$ cat src/common/opmode_clk_defines.svh
// register map, field positions and timing counts of the mode controller
`ifndef OPMODE_CLK_DEFINES_SVH
`define OPMODE_CLK_DEFINES_SVH
`define OSC_MODE_CTRL_ADDR 8'h95
`define OSC_MODE_CTRL_RESET 8'h00
`define HIGH_OSC_STOP_BIT 1
`define CLOCK_SEL_SLOW_BIT 2
`define OP_MODE_LSB 3
`define OP_MODE_MSB 4
`define OP_MODE_NORMAL 2'h0
`define OP_MODE_POWER_DOWN 2'h1
`define OP_MODE_GREEN 2'h2
`define OP_MODE_RESERVED 2'h3
`define WARM_RESET_CLKS 11'h400
`define WARM_WAKE_CLKS 11'h040
`define SLOW_DIV_LIMIT 8'h03
`endif

$ cat src/common/opmode_clk_pkg.sv
// types of the operating-mode clock controller
package opmode_clk_pkg;
    // gray codes along warm, run, green, sleep, wake
    typedef enum logic [2:0] {
        ST_WARM = 3'h0,
        ST_RUN = 3'h1,
        ST_GREEN = 3'h3,
        ST_SLEEP = 3'h2,
        ST_WAKE = 3'h6
    } state_t;
endpackage

$ cat src/hdl/operating_mode_clock_control.sv
// operating-mode and oscillator controller with mode register
// How it works
// - slow mode instruction clock is low-speed oscillator divided by four only
// - low oscillator stops only in power down or slow-entered green without watchdog
// - no separate switch-off for low oscillator, only mode bits and watchdog
// - mode field bits 4:3: 00 normal, 01 power down, 10 green, 11 reserved
// - stop bit 1 halts high oscillator when set, low oscillator keeps running in slow mode
// - bit 2 selects high clock when 0, low clock slow mode when 1
// - after reset wait 1024 high oscillator clocks before running
// - power-down wake waits 64 high oscillator clocks before execution resumes
// - power down stops both oscillators, execution and all peripherals
// - green mode halts execution but keeps enabled pwm running
// - after reset start in normal mode on high clock, halted until the warm-up ends
// - slow select alone leaves high oscillator running until stop bit set
// - green wake returns to the mode held before entry
// - power-down bit set by write, cleared by hardware on wake
// - power down left only on port 0 or enabled port 1 level change
// - power-down wake resumes in normal mode unless a register write lands in the wake cycle
// - stopping high clock in normal mode acts as power down, port wake
// - low oscillator feeds watchdog clock and slow system clock
// - green bit cleared by hardware on wake
// - green wakes on port change, timer overflow, conversion done, comparator
// - normal instruction clock is high oscillator divided by 2 to 256
//
// Design decision made here: the strobed register port.
`timescale 1ns/1ns
module operating_mode_clock_control (
    input wire logic CLOCK_I,
    input wire logic RESET_N_I,
    input wire logic CE_I,
    input wire logic [7:0] ADDR_I,
    input wire logic [7:0] WDATA_I,
    input wire logic WR_I,
    input wire logic RD_I,
    output logic [7:0] RDATA_O,
    input wire logic HIGH_OSC_I,
    input wire logic LOW_OSC_I,
    input wire logic [6:0] PORT0_I,
    input wire logic [6:0] PORT1_I,
    input wire logic [6:0] PORT1_WAKE_EN_I,
    input wire logic TIMER_OVF_I,
    input wire logic ADC_DONE_I,
    input wire logic CMP_TRIG_I,
    input wire logic PWM_EN_I,
    input wire logic WDT_EN_I,
    input wire logic [2:0] CPU_DIV_SEL_I,
    output logic CPU_RUN_O,
    output logic CPU_CLK_EN_O,
    output logic HIGH_OSC_RUN_O,
    output logic LOW_OSC_RUN_O,
    output logic WDT_CLK_EN_O,
    output logic TIMER_ACT_O,
    output logic PWM_ACT_O,
    output logic ADC_ACT_O,
    output logic CMP_ACT_O
);
    `include "opmode_clk_defines.svh"

    localparam int NSYNC = 16;

    // instruction divider limit for the selected source
    function automatic logic [7:0] div_limit(input logic slow, input logic [2:0] sel);
        logic [8:0] full;
        full = 9'h002 << sel;
        if (slow) begin
            div_limit = `SLOW_DIV_LIMIT;
        end else begin
            div_limit = 8'(full - 9'h001);
        end
    endfunction

    opmode_clk_pkg::state_t st;
    opmode_clk_pkg::state_t next_st;
    logic [1:0] op_mode;
    logic clock_select_slow;
    logic high_osc_stop;
    logic [NSYNC-1:0] pin_raw;
    logic [NSYNC-1:0] s1;
    logic [NSYNC-1:0] s2;
    logic [NSYNC-1:0] s3;
    logic [NSYNC-1:0] filt;
    logic [NSYNC-1:0] chg;
    logic hosc_tick;
    logic losc_tick;
    logic port_wake;
    logic green_wake;
    logic reg_wr;
    logic [10:0] warm_cnt;
    logic [7:0] div_cnt;
    logic sel_slow;
    logic src_tick;
    logic src_run;
    logic hosc_on;
    logic losc_on;
    logic div_hit;

    assign pin_raw = {LOW_OSC_I, HIGH_OSC_I, PORT1_I, PORT0_I};
    assign reg_wr = WR_I && (ADDR_I == `OSC_MODE_CTRL_ADDR);

    // three-stage synchronisers on every pin input
    always_ff @(posedge CLOCK_I or negedge RESET_N_I) begin
        if (!RESET_N_I) begin
            s1 <= '0;
            s2 <= '0;
            s3 <= '0;
        end else if (CE_I) begin
            s1 <= pin_raw;
            s2 <= s1;
            s3 <= s2;
        end
    end

    // accepted level once second and third stages agree
    // a pin idling high shows one change after reset, swallowed while warming up
    genvar gi;
    generate
        for (gi = 0; gi < NSYNC; gi = gi + 1) begin : g_filt
            assign chg[gi] = (s2[gi] == s3[gi]) && (s2[gi] != filt[gi]);
            always_ff @(posedge CLOCK_I or negedge RESET_N_I) begin
                if (!RESET_N_I) begin
                    filt[gi] <= 1'b0;
                end else if (CE_I && chg[gi]) begin
                    filt[gi] <= s2[gi];
                end
            end
        end
    endgenerate

    // rising edges of the oscillators, and port wake events
    assign hosc_tick = chg[14] && s2[14] && hosc_on;
    assign losc_tick = chg[15] && s2[15] && losc_on;
    assign port_wake = (|chg[6:0]) || (|(chg[13:7] & PORT1_WAKE_EN_I));
    assign green_wake = port_wake || TIMER_OVF_I || ADC_DONE_I || CMP_TRIG_I;

    // oscillator enables from mode bits and watchdog only
    assign hosc_on = (st != opmode_clk_pkg::ST_SLEEP) && !high_osc_stop;
    assign losc_on = (st != opmode_clk_pkg::ST_SLEEP) &&
        !((st == opmode_clk_pkg::ST_GREEN) && clock_select_slow && !WDT_EN_I);

    // mode sequencer
    always_comb begin
        next_st = st;
        case (st)
            opmode_clk_pkg::ST_WARM: begin
                if (hosc_tick && (warm_cnt == `WARM_RESET_CLKS - 11'h001)) begin
                    next_st = opmode_clk_pkg::ST_RUN;
                end
            end
            opmode_clk_pkg::ST_RUN: begin
                if (op_mode == `OP_MODE_POWER_DOWN) begin
                    next_st = opmode_clk_pkg::ST_SLEEP;
                end else if (op_mode == `OP_MODE_GREEN) begin
                    next_st = opmode_clk_pkg::ST_GREEN;
                end else if (high_osc_stop && !clock_select_slow && !sel_slow) begin
                    next_st = opmode_clk_pkg::ST_SLEEP;
                end
            end
            opmode_clk_pkg::ST_GREEN: begin
                if (green_wake) begin
                    next_st = opmode_clk_pkg::ST_RUN;
                end
            end
            opmode_clk_pkg::ST_SLEEP: begin
                if (port_wake) begin
                    next_st = opmode_clk_pkg::ST_WAKE;
                end
            end
            opmode_clk_pkg::ST_WAKE: begin
                if (hosc_tick && (warm_cnt == `WARM_WAKE_CLKS - 11'h001)) begin
                    next_st = opmode_clk_pkg::ST_RUN;
                end
            end
            default: begin
                next_st = opmode_clk_pkg::ST_WARM;
            end
        endcase
    end

    // state register
    always_ff @(posedge CLOCK_I or negedge RESET_N_I) begin
        if (!RESET_N_I) begin
            st <= opmode_clk_pkg::ST_WARM;
        end else if (CE_I) begin
            st <= next_st;
        end
    end

    // warm-up counter of high oscillator clocks
    // counting edges, not time, keeps the warm-up exact at any oscillator rate slow enough to pass the synchronisers and level filter
    always_ff @(posedge CLOCK_I or negedge RESET_N_I) begin
        if (!RESET_N_I) begin
            warm_cnt <= '0;
        end else if (CE_I) begin
            if (next_st != st) begin
                warm_cnt <= '0;
            end else if (hosc_tick) begin
                warm_cnt <= warm_cnt + 11'h001;
            end
        end
    end

    // mode register; a write wins over a hardware clear
    always_ff @(posedge CLOCK_I or negedge RESET_N_I) begin
        if (!RESET_N_I) begin
            op_mode <= `OP_MODE_NORMAL;
            clock_select_slow <= 1'b0;
            high_osc_stop <= 1'b0;
        end else if (CE_I) begin
            if (reg_wr) begin
                op_mode <= WDATA_I[`OP_MODE_MSB:`OP_MODE_LSB];
                clock_select_slow <= WDATA_I[`CLOCK_SEL_SLOW_BIT];
                high_osc_stop <= WDATA_I[`HIGH_OSC_STOP_BIT];
            end else if (st == opmode_clk_pkg::ST_SLEEP &&
                         next_st == opmode_clk_pkg::ST_WAKE) begin
                op_mode <= `OP_MODE_NORMAL;
                clock_select_slow <= 1'b0;
                high_osc_stop <= 1'b0;
            end else if (st == opmode_clk_pkg::ST_GREEN && next_st == opmode_clk_pkg::ST_RUN) begin
                op_mode <= `OP_MODE_NORMAL;
            end
        end
    end

    // register read, data one cycle after the strobe
    always_ff @(posedge CLOCK_I or negedge RESET_N_I) begin
        if (!RESET_N_I) begin
            RDATA_O <= '0;
        end else if (CE_I) begin
            if (RD_I && ADDR_I == `OSC_MODE_CTRL_ADDR) begin
                RDATA_O <= {3'h0, op_mode, clock_select_slow, high_osc_stop, 1'b0};
            end else begin
                RDATA_O <= '0;
            end
        end
    end

    // instruction divider on the active source
    assign src_tick = sel_slow ? losc_tick : hosc_tick;
    assign src_run = sel_slow ? losc_on : hosc_on;
    assign div_hit = src_tick && (div_cnt >= div_limit(sel_slow, CPU_DIV_SEL_I));

    // source change only at a boundary or with the old source dead
    always_ff @(posedge CLOCK_I or negedge RESET_N_I) begin
        if (!RESET_N_I) begin
            div_cnt <= '0;
            sel_slow <= 1'b0;
        end else if (CE_I) begin
            if (div_hit || !src_run) begin
                div_cnt <= '0;
                sel_slow <= clock_select_slow;
            end else if (src_tick) begin
                div_cnt <= div_cnt + 8'h01;
            end
        end
    end

    // registered activity outputs
    always_ff @(posedge CLOCK_I or negedge RESET_N_I) begin
        if (!RESET_N_I) begin
            CPU_RUN_O <= 1'b0;
            CPU_CLK_EN_O <= 1'b0;
            HIGH_OSC_RUN_O <= 1'b1;
            LOW_OSC_RUN_O <= 1'b1;
            WDT_CLK_EN_O <= 1'b0;
            TIMER_ACT_O <= 1'b0;
            PWM_ACT_O <= 1'b0;
            ADC_ACT_O <= 1'b0;
            CMP_ACT_O <= 1'b0;
        end else if (CE_I) begin
            CPU_RUN_O <= (st == opmode_clk_pkg::ST_RUN);
            CPU_CLK_EN_O <= div_hit && (st == opmode_clk_pkg::ST_RUN);
            HIGH_OSC_RUN_O <= hosc_on;
            LOW_OSC_RUN_O <= losc_on;
            WDT_CLK_EN_O <= losc_tick;
            TIMER_ACT_O <= (st != opmode_clk_pkg::ST_SLEEP) && (st != opmode_clk_pkg::ST_WAKE);
            PWM_ACT_O <= PWM_EN_I && (st != opmode_clk_pkg::ST_SLEEP) &&
                (st != opmode_clk_pkg::ST_WAKE);
            ADC_ACT_O <= (st != opmode_clk_pkg::ST_SLEEP) && (st != opmode_clk_pkg::ST_WAKE);
            CMP_ACT_O <= (st != opmode_clk_pkg::ST_SLEEP) && (st != opmode_clk_pkg::ST_WAKE);
        end
    end
endmodule

$ cat config.mk
export PLATFORM = sky130hd
export DESIGN_NAME = operating_mode_clock_control
export DESIGN_NICKNAME = d
export VERILOG_FILES = /design/src/common/opmode_clk_pkg.sv /design/src/hdl/operating_mode_clock_control.sv
export VERILOG_INCLUDE_DIRS = /design/src /design/src/common
export SDC_FILE = /design/constraint.sdc
export NUM_CORES = 1
export LEC_CHECK = 0
export ABC_AREA = 1
export BUFFER_PORTS_ARGS = -buffer_cell sky130_fd_sc_hd__buf_2
export CORE_ASPECT_RATIO = 1.5
export CORE_MARGIN = 4
export CORE_UTILIZATION = 57
export DETAILED_ROUTE_END_ITERATION = 10
export GPL_ROUTABILITY_DRIVEN = 0
export HOLD_SLACK_MARGIN = 0.06
export PLACE_DENSITY = 0.79
export SETUP_SLACK_MARGIN = 0.5
export SLEW_MARGIN = 15
export SYNTH_ARGS = -nofsm -noshare
export SYNTH_HDL_FRONTEND = slang
export SYNTH_SLANG_ARGS = --single-unit
$ cat constraint.sdc
create_clock -name CLOCK_I -period 4.4 [get_ports CLOCK_I]
set_input_delay 0.44 -clock CLOCK_I [delete_from_list [all_inputs] [get_ports CLOCK_I]]
set_output_delay 0.44 -clock CLOCK_I [all_outputs]
set_load 0.01 [all_outputs]
==> flow_metrics.env <==
export IMPL_outcome="completed"
export IMPL_yosysTopAreaCellShare=0.4752
export IMPL_grt_antenna_before_repair=0
export IMPL_slowest_stage="ha_1"
export IMPL_cts_tree="yes"
export IMPL_grt_usage=0.2192
export IMPL_async_flop_share=1.000
export IMPL_syn_to_final_growth_pct=11.29
export IMPL_drt_wl_total_um=11130
export IMPL_power_density_nw_per_um2=415.9
export IMPL_switching_share=0.3242
export IMPL_vias=4541
export IMPL_cts_hold_buf=0
export IMPL_path_cells="buf_2 -> inv_1 -> nand2_1 -> ha_1 -> nand2_1 -> nand3_1 -> o2111ai_1 -> ha_1 -> a21oi_1 -> o21ai_0 -> a21oi_1 -> inv_1 -> nand2_1 -> nand3b_1 -> o21ai_0"
export IMPL_synth_area_leader_cell="dfrtp_1"
export IMPL_vdd_drop_max_mv=0.2666
export IMPL_grt_max_degree=78
export IMPL_avgViaCountPerCell=5.393
export IMPL_ctsResizeCount=0
export IMPL_post_cts_buffers=0
export IMPL_layout_drive_gt1_share=0.1270
export IMPL_period_needed_ns=2.379
export IMPL_final_core_util=0.6560
export IMPL_final_cells=842
export IMPL_n_antenna_cell=0
export IMPL_numCtsBuffers=9
export IMPL_routedWlPerCell_um=13.22
export IMPL_p_seq_frac=0.486
export IMPL_synth_distinct_cells=37
export IMPL_fp_row_count=42
export IMPL_ys_ff_latch=102
export IMPL_placed_cell_area_um2=5587
export IMPL_end_kind="flip-flop"
export IMPL_numPortBuffers=60
export IMPL_synth_flop_cell="dfrtp_1"
export IMPL_yosysSeqAreaShare=0.4852
export IMPL_r2r_cells=11
export IMPL_cp_arrival_ns=2.64
export IMPL_drcViolationCount=0
export IMPL_synthCells=681
export IMPL_final_nets=789
export IMPL_grt_overflow=0
export IMPL_final_common_cell="nand2_1"
export IMPL_use_met2=0.3760
export IMPL_use_met3=0.04052
export IMPL_hold_viol=0
export IMPL_power_switching_uw=790.2
export IMPL_hpwl_um=7922
export IMPL_min_path_type="in2async"
export IMPL_drtIter0Drc=295
export IMPL_netlist_area_um2=5266
export IMPL_die_w_um=86.48
export IMPL_pin_count=69
export IMPL_slew_headroom=0.2703
export IMPL_top_usage_layer="met2"
export IMPL_drv_slew=0
export IMPL_worstPathRequired_ns=4.66
export IMPL_fp_dieArea_um2=10870
export IMPL_critPathMaxStageDelay_ns=0.32
export IMPL_ff2ff_setup_slack_ns=2.06
export IMPL_die_h_um=125.7
export IMPL_cts_root_buf="clkbuf_16"
export IMPL_finClkSkew_ns=0.007985
export IMPL_p_leak_nw=3.050
export IMPL_drt_pre_antenna_iters=5
export IMPL_path_class="in2reg"
export IMPL_p_int_mw=1.647
export IMPL_fin_tns_setup_ns=0
export IMPL_crit_path_start_kind="primary input"
export IMPL_setup_viol=0
export IMPL_p_comb_frac=0.209
export IMPL_synth_edf_count=0
export IMPL_grt_pass1_wl_um=19450
export IMPL_pwr_share_clk=0.305
export IMPL_post_route_period_util=0.5407
export IMPL_cts_sinks=102
export IMPL_dp_cells=826
export IMPL_clkLatencyLatePin_ns=0.35
export IMPL_ant_nets=0
export IMPL_p_total_mw=2.437
export IMPL_rsz0062_at_grt="no"
export IMPL_core_um2=8934
export IMPL_cap_violations=0
export IMPL_initial_core_util=0.5895
export IMPL_grt_util_met1=0.2701
export IMPL_synth_warnings=0
export IMPL_clkSlewWorstSetupHoldPaths_ns=0.07
export IMPL_final_cell_mix="224 x nand2_1, 100 x dfrtp_1, 69 x inv_1, 69 x o21ai_0, 59 x buf_2"
export IMPL_clock_fmax_mhz=420.3
export IMPL_worstMarginPinSlew_ns=1.095
export IMPL_grt_pass1_vias=4450
export IMPL_cp_max_fo=9
export IMPL_yosys_top_cells_area="dfrtp_1 48%, nand2_1 16%, o21ai_0 6.6%, inv_1 4.9%, nand3_1 4.8%"
export IMPL_postLayoutCellArea_um2=5861
export IMPL_syn_area_per_cell_um2=7.733
export IMPL_clockBufferDepth=2
export IMPL_crit_top_cell="nand2_1"
export IMPL_htreeDepth=3
## path summary, 6_finish.rpt
check                              end              from
setup / recovery            div_cnt[7]  CPU_DIV_SEL_I[2]
hold / removal                   s1[2]         RESET_N_I
setup reg to reg           warm_cnt[5]          sel_slow
hold reg to reg                 s1[11]            s1[11]
max in group asynchronous  warm_cnt[2]         RESET_N_I
min in group CLOCK_I            s1[14]        HIGH_OSC_I
## synthesized netlist by cell type, types with 4 or more instances
cell type  count
o21ai_0       69
clkbuf_1      17
nor2_1        39
a21oi_1        9
nand3b_1       7
nand4_1       18
buf_4          6
o21ai_1        5
nand2_2        4
xor2_1         8
ha_1          10
nand3_1       51
xnor2_1        5
dfrtp_1      100
o31ai_1        4
nand2_1      224
inv_1         69
## logic make-up after synthesis
kind of cell / Yosys count / synth area share
adders and majority gates: 10 / 0.02376
and+or+nand+nor: 357 / 0.2918
other: 1 / 0.0007121
buffers and inverters: 102 / 0.07911
DFF: 102 / 0.4852
AOI/OAI and AO/OA: 96 / 0.09788
xor gates and xnor gates: 13 / 0.02162
## flip-flops by register name, indices dropped and copies added (netlist names), 2 cells and up
signal,flops
s1,16
filt,16
op_mode,2
s3,16
RDATA_O,4
div_cnt,8
warm_cnt,11
s2,16
st,3
## metrics by stage
stage,hold slack [ns],setup WS (ns)
floorplan,0.1444,1.921
global placement,0.4532,1.779
detailed placement,0.4611,1.678
CTS,0.2647,2.023
global route,0.2841,1.744
finish,0.2150,2.021
## cell type report
type	instances	area (µm²)
timing repair buffer	62	317.8
clock inverter	5	41.29
sequential	102	2555
inverter	72	270.3
tap	110	137.6
clock buffer	11	232.7
fill	778	3073
multi-input combinational	480	2306
## power by group through the flow
stage | Combinational, mW | Sequential (mW) | Clock (mW)
2_1_floorplan | 0.379 | 1.17 | 0
3_3_place_gp | 0.486 | 1.19 | 0
3_5_place_dp | 0.510 | 1.20 | 0
4_1_cts | 0.516 | 1.18 | 0.760
5_1_grt | 0.594 | 1.20 | 0.797
6_report | 0.510 | 1.18 | 0.743
## critical path: cells and delay by family
kind	cells	cell delay, ns
adders and majority gates	2	0.60
buffers and inverters	3	0.32
AOI/OAI and AO/OA	5	0.70
and+or+nand+nor	5	0.57
## layer usage
layer | share of wire | up-vias
li1 | - | 2276
met5 | 0 | -
met4 | 0.023 | 0
met2 | 0.53 | 74
met1 | 0.41 | 2170
met3 | 0.033 | 21
Power figures use the tool's default switching activity.
